**config.mk**
```make
export PLATFORM = sky130hd
export DESIGN_NAME = tmac_match_ctrl
export DESIGN_NICKNAME = d
export VERILOG_FILES = /design/src/rtl/tmac_pkg.sv /design/src/rtl/tmac_match_ctrl.sv
export SDC_FILE = /design/constraint.sdc
export NUM_CORES = 1
export LEC_CHECK = 0
export BUFFER_PORTS_ARGS = -buffer_cell sky130_fd_sc_hd__buf_2
export CAP_MARGIN = 20
export CELL_PAD_IN_SITES_DETAIL_PLACEMENT = 1
export CELL_PAD_IN_SITES_GLOBAL_PLACEMENT = 2
export CORE_ASPECT_RATIO = 1.25
export CORE_MARGIN = 3
export CORE_UTILIZATION = 21
export DETAILED_ROUTE_END_ITERATION = 16
export HOLD_SLACK_MARGIN = 0.08
export PLACE_DENSITY_LB_ADDON = 0.1
export SYNTH_ARGS = -nofsm -noshare
export SYNTH_HDL_FRONTEND = slang
export SYNTH_SLANG_ARGS = --single-unit
```
**constraint.sdc**
```tcl
create_clock -name mclk -period 1.55 [get_ports mclk]
set_clock_uncertainty 0.05 [all_clocks]
set_input_delay 0.31 -clock mclk [delete_from_list [all_inputs] [get_ports mclk]]
set_output_delay 0.31 -clock mclk [all_outputs]
set_load 0.005 [all_outputs]
```
**src/rtl/tmac_pkg.sv**
```systemverilog
package tmac_pkg;

  // Widths of the bus and the counter
  localparam int unsigned ADDR_W  = 8;
  localparam int unsigned DATA_W  = 32;
  localparam int unsigned COUNT_W = 16;
  localparam int unsigned NUM_CH  = 3;

  // Register byte offsets
  localparam logic [7:0] OFS_ACTION = 8'h00;  // Match action bits
  localparam logic [7:0] OFS_STATUS = 8'h04;  // Sticky match interrupt flags, write one to clear
  localparam logic [7:0] OFS_MASK   = 8'h08;  // Interrupt mask, one passes a flag

  // Field layout of the action register: three bits per channel
  localparam int unsigned CH_STRIDE = 3;
  localparam int unsigned IRQ_OFS   = 0;      // Interrupt on match
  localparam int unsigned CLR_OFS   = 1;      // Reset count on match
  localparam int unsigned HALT_OFS  = 2;      // Halt counters on match
  localparam int unsigned ACTION_W  = NUM_CH * CH_STRIDE;

  // Reset values: every action disabled
  localparam logic [ACTION_W-1:0] ACTION_RST = 9'h000;
  localparam logic [NUM_CH-1:0]   FLAG_RST   = 3'h0;

  // Condition select code under which a match raises its interrupt
  localparam logic [2:0] COND_ON_MATCH = 3'h0;

  // Bit index of one action of one channel
  function automatic int unsigned act_bit(input int unsigned ch, input int unsigned ofs);
    act_bit = ch * CH_STRIDE + ofs;
  endfunction

endpackage

```
**src/rtl/tmac_match_ctrl.sv**
```systemverilog
`timescale 1ns/100ps

// Summary of operation
// - Halt-on-match stops counters, clears run enable
// - Clear-on-match resets the count
// - Irq-on-match raises interrupt, gated by condition select
// - Halt and clear together: only halt
module tmac_match_ctrl
  import tmac_pkg::*;
#(
  parameter int unsigned CNT_W = COUNT_W       // Width of the count and match values
) (
  input  wire logic              mclk,               // Peripheral clock, 100 MHz
  input  wire logic              arst_n,             // Asynchronous reset, active low
  input  wire logic [ADDR_W-1:0] regAddr,            // Register byte address
  input  wire logic [DATA_W-1:0] regWdata,           // Register write data
  input  wire logic              regWr,              // Write strobe, one cycle
  input  wire logic              regRd,              // Read strobe, one cycle
  output logic      [DATA_W-1:0] regRdata,           // Read data, cycle after the strobe
  input  wire logic [CNT_W-1:0]  countValue,         // Running count from the counter core
  input  wire logic [CNT_W-1:0]  matchValue0,        // Match value of channel 0
  input  wire logic [CNT_W-1:0]  matchValue1,        // Match value of channel 1
  input  wire logic [CNT_W-1:0]  matchValue2,        // Match value of channel 2
  input  wire logic              counterRunEnable,   // Counter core is running
  input  wire logic [2:0]        irqConditionSelect, // Interrupt condition select field
  output logic                   haltCounters,       // Pulse: stop count and prescale, clear run enable
  output logic                   clearCount,         // Pulse: reset the count to zero
  output logic      [NUM_CH-1:0] matchFlag,          // Pulse per channel: match seen
  output logic                   irq                 // Level interrupt
);

  ////////////////////////////////////////////////////////////////////////////
  // Match detection

  logic [CNT_W-1:0]    matchVal [NUM_CH];  // Match values as an array
  logic [NUM_CH-1:0]   hit;                // Channel equals the count while running
  logic [NUM_CH-1:0]   haltEn;             // Halt bits per channel
  logic [NUM_CH-1:0]   clrEn;              // Clear bits per channel
  logic [NUM_CH-1:0]   irqEn;              // Interrupt bits per channel
  logic [ACTION_W-1:0] action;             // Action register
  logic [NUM_CH-1:0]   status;             // Sticky interrupt flags
  logic [NUM_CH-1:0]   mask;               // Interrupt mask
  wire                 condOk;             // Condition select permits match interrupts
  wire  [NUM_CH-1:0]   irqSet;             // Flags to set this cycle
  wire                 anyHalt;            // Some channel asks for a halt
  wire                 anyClear;           // Some channel asks for a clear

  assign matchVal[0] = matchValue0;
  assign matchVal[1] = matchValue1;
  assign matchVal[2] = matchValue2;

  // A stopped counter sits on its last value; only a running one may match
  for (genvar ch = 0; ch < NUM_CH; ch++) begin : g_ch
    assign hit[ch]    = counterRunEnable && (countValue == matchVal[ch]);
    assign haltEn[ch] = action[act_bit(ch, HALT_OFS)];
    assign clrEn[ch]  = action[act_bit(ch, CLR_OFS)];
    assign irqEn[ch]  = action[act_bit(ch, IRQ_OFS)];
  end

  assign condOk   = (irqConditionSelect == COND_ON_MATCH);
  assign irqSet   = hit & irqEn & {NUM_CH{condOk}};
  assign anyHalt  = |(hit & haltEn);
  // Any halt in the same cycle suppresses every clear, so a stopped count stays
  assign anyClear = |(hit & clrEn) && !anyHalt;

  ////////////////////////////////////////////////////////////////////////////
  // Register decode

  wire selAction = (regAddr == OFS_ACTION);
  wire selStatus = (regAddr == OFS_STATUS);
  wire selMask   = (regAddr == OFS_MASK);
  wire wrAction  = regWr && selAction;
  wire wrStatus  = regWr && selStatus;
  wire wrMask    = regWr && selMask;

  // Read mux; unmapped offsets read zero, bits above each field read zero
  wire [DATA_W-1:0] rdMux =
      selAction ? DATA_W'(action) :
      selStatus ? DATA_W'(status) :
      selMask   ? DATA_W'(mask)   : '0;

  // Flags: hardware set wins over a write-one clear in the same cycle
  wire [NUM_CH-1:0] next_status = (status & ~(wrStatus ? regWdata[NUM_CH-1:0] : '0)) | irqSet;
  // Mask as it stands after this edge, so a mask write moves irq at once
  wire [NUM_CH-1:0] next_mask   = wrMask ? regWdata[NUM_CH-1:0] : mask;

  ////////////////////////////////////////////////////////////////////////////
  // Action, mask and flag registers

  // Action bits are plain read/write storage, all off after reset
  always_ff @(posedge mclk or negedge arst_n) begin
    if (!arst_n) begin
      action <= ACTION_RST;
    end else if (wrAction) begin
      action <= regWdata[ACTION_W-1:0];
    end
  end

  // Mask register
  always_ff @(posedge mclk or negedge arst_n) begin
    if (!arst_n) begin
      mask <= FLAG_RST;
    end else if (wrMask) begin
      mask <= regWdata[NUM_CH-1:0];
    end
  end

  // Sticky flags
  always_ff @(posedge mclk or negedge arst_n) begin
    if (!arst_n) begin
      status <= FLAG_RST;
    end else begin
      status <= next_status;
    end
  end

  // Read data stands only in the cycle after the strobe
  always_ff @(posedge mclk or negedge arst_n) begin
    if (!arst_n) begin
      regRdata <= '0;
    end else begin
      regRdata <= regRd ? rdMux : '0;
    end
  end

  ////////////////////////////////////////////////////////////////////////////
  // Action outputs, registered one cycle after the match

  // Pulses repeat while the count sits on a match value; the core acts once
  always_ff @(posedge mclk or negedge arst_n) begin
    if (!arst_n) begin
      haltCounters <= 1'b0;
      clearCount   <= 1'b0;
      matchFlag    <= '0;
    end else begin
      haltCounters <= anyHalt;
      clearCount   <= anyClear;
      matchFlag    <= hit;
    end
  end

  // Interrupt level from flags and mask as they stand after this edge; never lags a write
  always_ff @(posedge mclk or negedge arst_n) begin
    if (!arst_n) begin
      irq <= 1'b0;
    end else begin
      irq <= |(next_status & next_mask);
    end
  end
endmodule

```
==> flow_summary.yaml, run 1 <==
run_status:
  status: "finished, violations left"
  violations: "setup timing"
layout:
  num_antenna_cells: 0
  drive_gt1_frac: 0.521
  syn_to_final_growth_pct: 52.1
  final_nets: 428
  fin_util: 0.332
critical_path:
  cp_max_fo: 3
  cp_cell_sequence: "buf_6 > or4_4 > nor3_4 > nand3_2 > mux2_4 > a21boi_1 > a221o_1"
  crit_family: "simple AND/OR/NAND/NOR gates"
  end_kind: "flip-flop"
  worst_ep_required_time_ns: 1.66
  r2r_slack_ns: 0.34
  cp.arrival_ns: 1.93
  path_class: "input pin to flip-flop"
  max_stage_delay_ns: 0.54
  critical_path_buf_inv_count: 1
  slowest_stage: "or4_4"
  setup.worst_path.start_class: "input pin"
die:
  core_area_mm2: 0.00875
  die-width_um: 91.3
  die_h_um: 113
  rows: 38
  die_area_mm2: 0.0103
  initial_core_util: 0.218
  boundaryPins: 150
detailed_routing:
  vias: 1710
  dr.pass1.iters: 4
  drt_iter0_drc: 50
  drc_errors: 0
  wl_per_cell_um: 13.8
  antenna_left: 0
  via_per_inst: 3.91
  wl_mm: 6.05
logic_synthesis:
  synth.most_common_cell: "xnor2_1"
  async_flop_share: 1.00
  syn_area_mm2: 0.00191
  ys.flop_type: "dfrtp_1"
  ys_ff_latch: 30
  synth_edf_count: 0
  synthTopCellsByCount: "41 x xnor2_1, 30 x dfrtp_1, 23 x buf_4, 11 x mux2_2, 9 x nand4_1"
  yosysUniqueCellTypes: 32
  yosys_warnings: 0
  yosys.area.top_type_share: 0.393
  netlist.top_cell.by_area: "dfrtp_1"
  syn_area_per_cell_um2: 10.5
  synthTopCellsByArea: "dfrtp_1 39%, xnor2_1 19%, buf_4 9.0%"
  yosysSeqAreaShare: 0.393
  synth_cells: 182
global_route:
  globalRoute.totalOverflow: 0
  grt_pass1_vias: 1965
  grtUsageMet2: 0.225
  grtUsageMet1: 0.117
  grt-busiest-layer: "met2"
  grt_max_degree: 31
  met3_usage: 0.0456
  grt_pass1_wl_mm: 9.50
  grt_util_all_layers: 0.117
  antenna_found_initial: 0
timing:
  setup_slack_ns: -0.270
  whs_ns: 0.208
  setup_tns_ns: -1.10
  timing.final.max_slew_violations: 0
  max_freq_mhz: 549
  rsz0062_at_grt: "true"
  fin_crit_ns: 1.82
  tightest_slew_ns: 0.607
  finalHoldViolations: 0
  setup_viol: 10
  slew_headroom: 0.595
  post-route-period-util: 1.17
place:
  hpwl_mm: 5.16
  numPortBuffers: 103
  gp_congestion: 0.759
  post-place-ws_ns: -0.592
cts:
  clock_latency_ns: 0.28
  clock_path_buffers: 2
  ctsHtreeMaxLevel: 2
  numCtsBuffers: 5
  cts_tree: "done"
  clkSinkCount: 30
  clk_pin_slew_worst_paths_ns: 0.07
  cts_root_buf: "clkbuf_8"
power:
  vdd_drop_max_mv: 0.321
  power_density_mw_per_mm2: 639
  p_leak_nw: 1.46
hold_path:
  hold_path.class: "input pin to flip-flop"
job:
  timing.max_cap.violations: 0
[registers in the layout (all words and copies together) (netlist names)]
register      flops
regRdata          9
irq               1
action            9
mask              3
clearCount        1
status            3
haltCounters      1
matchFlag         3
[cell type report]
cell class                      instances  area, um2
Clock buffer                            6       82.6
Tap cell                              120        150
Inverter                                4       15.0
Clock inverter                          2       12.5
Multi-Input combinational cell        146       1110
Fill cell                            1089       5840
Sequential cell                        30        751
Timing Repair Buffer                  129        781
[timing repair]
action	CTS	global route
pin swaps	5	2
hold endpoints to repair	30	0
gates cloned	1	0
hold buffers	1	0
setup buffers	4	2
endpoints found under the setup margin	18	21
resized for setup	16	6
[logic make-up (layout without fill, tap and decap cells)]
| family | Yosys count | count (layout) | synth area share |
|---|---|---|---|
| and+or+nand+nor | 48 | 48 | 0.151 |
| xor gates and xnor gates | 45 | 45 | 0.206 |
| DFF | 30 | 30 | 0.393 |
| buffers and inverters | 28 | 141 | 0.100 |
| AOI/OAI and AO/OA | 15 | 15 | 0.0589 |
| muxes | 15 | 15 | 0.0884 |
| other | 1 | 23 | 0.00196 |
[cell usage in the layout (no fill, tap or decap), types with 2 or more instances in the layout]
cell	n
mux2_2	10
nor3_1	3
clkbuf_8	6
xor2_1	3
nor2b_1	2
a31o_2	2
mux2_4	2
conb_1	23
nand2_1	5
nand4_1	9
nor3b_1	2
buf_2	98
mux2i_1	3
nor4_2	2
and2_1	6
and4bb_2	2
xnor2_1	41
a21oi_1	3
a21boi_1	3
inv_1	3
nand3_1	2
buf_4	22
buf_6	6
nor2_1	7
a222oi_1	2
dfrtp_1	30
[final timing paths]
check	from	cells after the start	to
worst min register to register	action[5]$_DFFE_PN0P_	1	regRdata[5]$_DFF_PN0_
worst min-delay path	regWdata[4]	2	action[4]$_DFFE_PN0P_
min in group asynchronous	arst_n	3	clearCount$_DFF_PN0_
worst max register to register	mask[0]$_DFF_PN0_	3	irq$_DFF_PN0_
worst max-delay path	regAddr[5]	7	irq$_DFF_PN0_
max in group asynchronous	arst_n	3	regRdata[0]$_DFF_PN0_
[power breakdown]
group	leakage [nW]	internal [mW]	switching [mW]	total, mW
clock network	0.0472	0.356	0.295	0.651
registers	0.417	0.798	0.0123	0.810
logic	1.00	0.215	0.179	0.395
[layer usage]
layer / up-vias / share of wire
met5: - / 0
met3: 4 / 0.11
li1: 848 / -
met2: 91 / 0.53
met1: 767 / 0.35
met4: 0 / 0.0076
[through the flow]
step | power (mW) | area [um2] | std cells
finish | 1.86 | 2910 | 437
global route | 1.96 | 2910 | 437
global placement | 1.20 | 2660 | 424
CTS | 1.88 | 2880 | 437
floorplan | 1.02 | 2000 | 204
detailed placement | 1.20 | 2660 | 424
[worst register-to-register path: stages, from the launching register on]
cell and delay [ns]:
dfrtp_1 0.40, mux2_4 0.27, a21boi_1 0.13, a221o_1 0.25
No activity file was read; power rests on OpenSTA's default activity.
==> inputs of run 2 (changes only) <==
- GPL_TIMING_DRIVEN: unset -> 0
==> run 2 against run 1 <==
Net effect: the flow still finishes with violations (setup timing); core utilization fell by 0.92 points; maximum frequency decreased by 3.1%; sequential share of layout area rose by 0.73 points; sequential power hardly changed; non-clock buffer count is the same; critical path type unchanged.
==> flow_summary.yaml, run 2 (synthesized netlist as in run 1, its figures left out) <==
run_status:
  status: "finished, violations left"
  violations: "setup timing"
timing:
  post-route-period-util: 1.21
  finalHoldViolations: 0
  setup_viol: 12
  slew_headroom: 0.562
  timing.final.max_slew_violations: 0
  max_freq_mhz: 532
  setup_tns_ns: -0.513
  setup_slack_ns: -0.329
  rsz0062_at_grt: "true"
  tightest_slew_ns: 0.657
  fin_crit_ns: 1.88
detailed_routing:
  vias: 1728
  dr.pass1.iters: 3
  drt_iter0_drc: 19
  wl_mm: 5.80
  drc_errors: 0
  wl_per_cell_um: 13.3
  antenna_left: 0
  via_per_inst: 3.97
die:
  core_area_mm2: 0.00875
  die-width_um: 91.3
  initial_core_util: 0.218
  rows: 38
  die_h_um: 113
  boundaryPins: 150
  die_area_mm2: 0.0103
layout:
  syn_to_final_growth_pct: 47.9
  num_antenna_cells: 0
  regArea_um2: 751
  final_cell_area_mm2: 0.00283
  biggestRegsByFlops: "action: 9 flops, regRdata: 9 flops"
  multi_input_area_mm2: 0.00110
  final_nets: 428
  final_cell_mix: "99 x buf_2, 41 x xnor2_1, 30 x dfrtp_1, 26 x buf_4, 23 x conb_1"
  drive_gt1_frac: 0.502
  num-fill-cells: 1099
  final_common_cell: "buf_2"
critical_path:
  ff2ff_path_depth: 3
  timing.rr.end: "irq$_DFF_PN0_"
  cp_max_fo: 3
  r2r_slack_ns: 0.35
  setup.worst_path.start_class: "input pin"
  r2r_start: "status[1]$_DFF_PN0_"
  end_kind: "flip-flop"
  cp.arrival_ns: 1.98
  worst_ep_required_time_ns: 1.65
  path_class: "input pin to flip-flop"
cts:
  clock_latency_ns: 0.27
  ctsHtreeMaxLevel: 2
  numCtsBuffers: 5
  cts_tree: "done"
  cts_root_buf: "clkbuf_8"
  clkSinkCount: 30
  clock_path_buffers: 2
  clk_pin_slew_worst_paths_ns: 0.06
hold_path:
  whs_path_depth: 2
  hold_path.startpoint: "regWdata[6]"
  hold_path_end: "action[6]$_DFFE_PN0P_"
  hold_path.class: "input pin to flip-flop"
power:
  vdd_drop_max_mv: 0.239
  power_density_mw_per_mm2: 644
  p_leak_nw: 1.46
global_route:
  globalRoute.totalOverflow: 0
  grt_util_all_layers: 0.112
  met3_usage: 0.0503
  grtUsageMet1: 0.115
  grt_pass1_vias: 1923
  grt_max_degree: 31
  grtUsageMet2: 0.202
  grt-busiest-layer: "met2"
  antenna_found_initial: 0
  grt_pass1_wl_mm: 9.22
place:
  hpwl_mm: 5.14
  gp_congestion: 0.709
  numPortBuffers: 102
  post-place-ws_ns: -0.712
  dpl_cell_area_mm2: 0.00267
job:
  timing.max_cap.violations: 0
## run 2: stage by stage
| stage | power (mW) | std cells | util | hold WS, ns |
|---|---|---|---|---|
| 6_report | 1.82 | 435 | 0.323 | 0.221 |
| 2_1_floorplan | 1.02 | 204 | - | -0.0356 |
| 5_1_grt | 1.92 | 435 | 0.323 | 0.218 |
| 3_5_place_dp | 1.22 | 426 | 0.305 | 0.343 |
| 4_1_cts | 1.85 | 435 | 0.320 | 0.214 |
| 3_3_place_gp | 1.22 | 426 | 0.305 | 0.342 |
## run 2: where the power goes
part | switching [mW] | leakage (nW) | total, mW | internal, mW
clock | 0.259 | 0.0431 | 0.601 | 0.341
combinational | 0.182 | 1.00 | 0.409 | 0.227
sequential | 0.0111 | 0.417 | 0.810 | 0.799
total | 0.452 | 1.46 | 1.82 | 1.37
## run 2: critical path, cell delays in order
cell and delay [ns]:
buf_2 0.09, or4_4 0.54, nor3_4 0.16, nand3_2 0.14, mux2_4 0.33, a21boi_1 0.13
a221o_1 0.26
## run 2: what timing repair did
action,in CTS,in global routing
setup endpoints to repair,20,21
pin swaps,0,3
gates resized for setup,7,5
endpoints found under the hold margin,30,0
hold buffers,1,0
buffers inserted,2,0
## run 2: cell type report
class                           instances  area share
Inverter                                4     0.00531
Timing Repair Buffer                  105       0.195
Buffer                                 24      0.0624
Sequential cell                        30       0.266
Multi-Input combinational cell        146       0.390
Clock buffer                            6      0.0292
Tap cell                              120      0.0531
## run 2: routing by layer
metal,vias to the layer above,part of all wire
li1,846,-
met1,780,0.37
met2,93,0.50
met3,9,0.12
met4,0,0.015
met5,-,0
## run 2: worst max path at each step
stage,from,to,slack (ns),cells past startpoint
2_1_floorplan,regAddr[5],irq$_DFF_PN0_,-0.42,6
3_3_place_gp,countValue[9],clearCount$_DFF_PN0_,-0.70,7
3_5_place_dp,countValue[9],clearCount$_DFF_PN0_,-0.71,7
4_1_cts,regAddr[5],irq$_DFF_PN0_,-0.33,7
5_1_grt,regAddr[5],irq$_DFF_PN0_,-0.37,7
6_report,regAddr[5],irq$_DFF_PN0_,-0.33,7
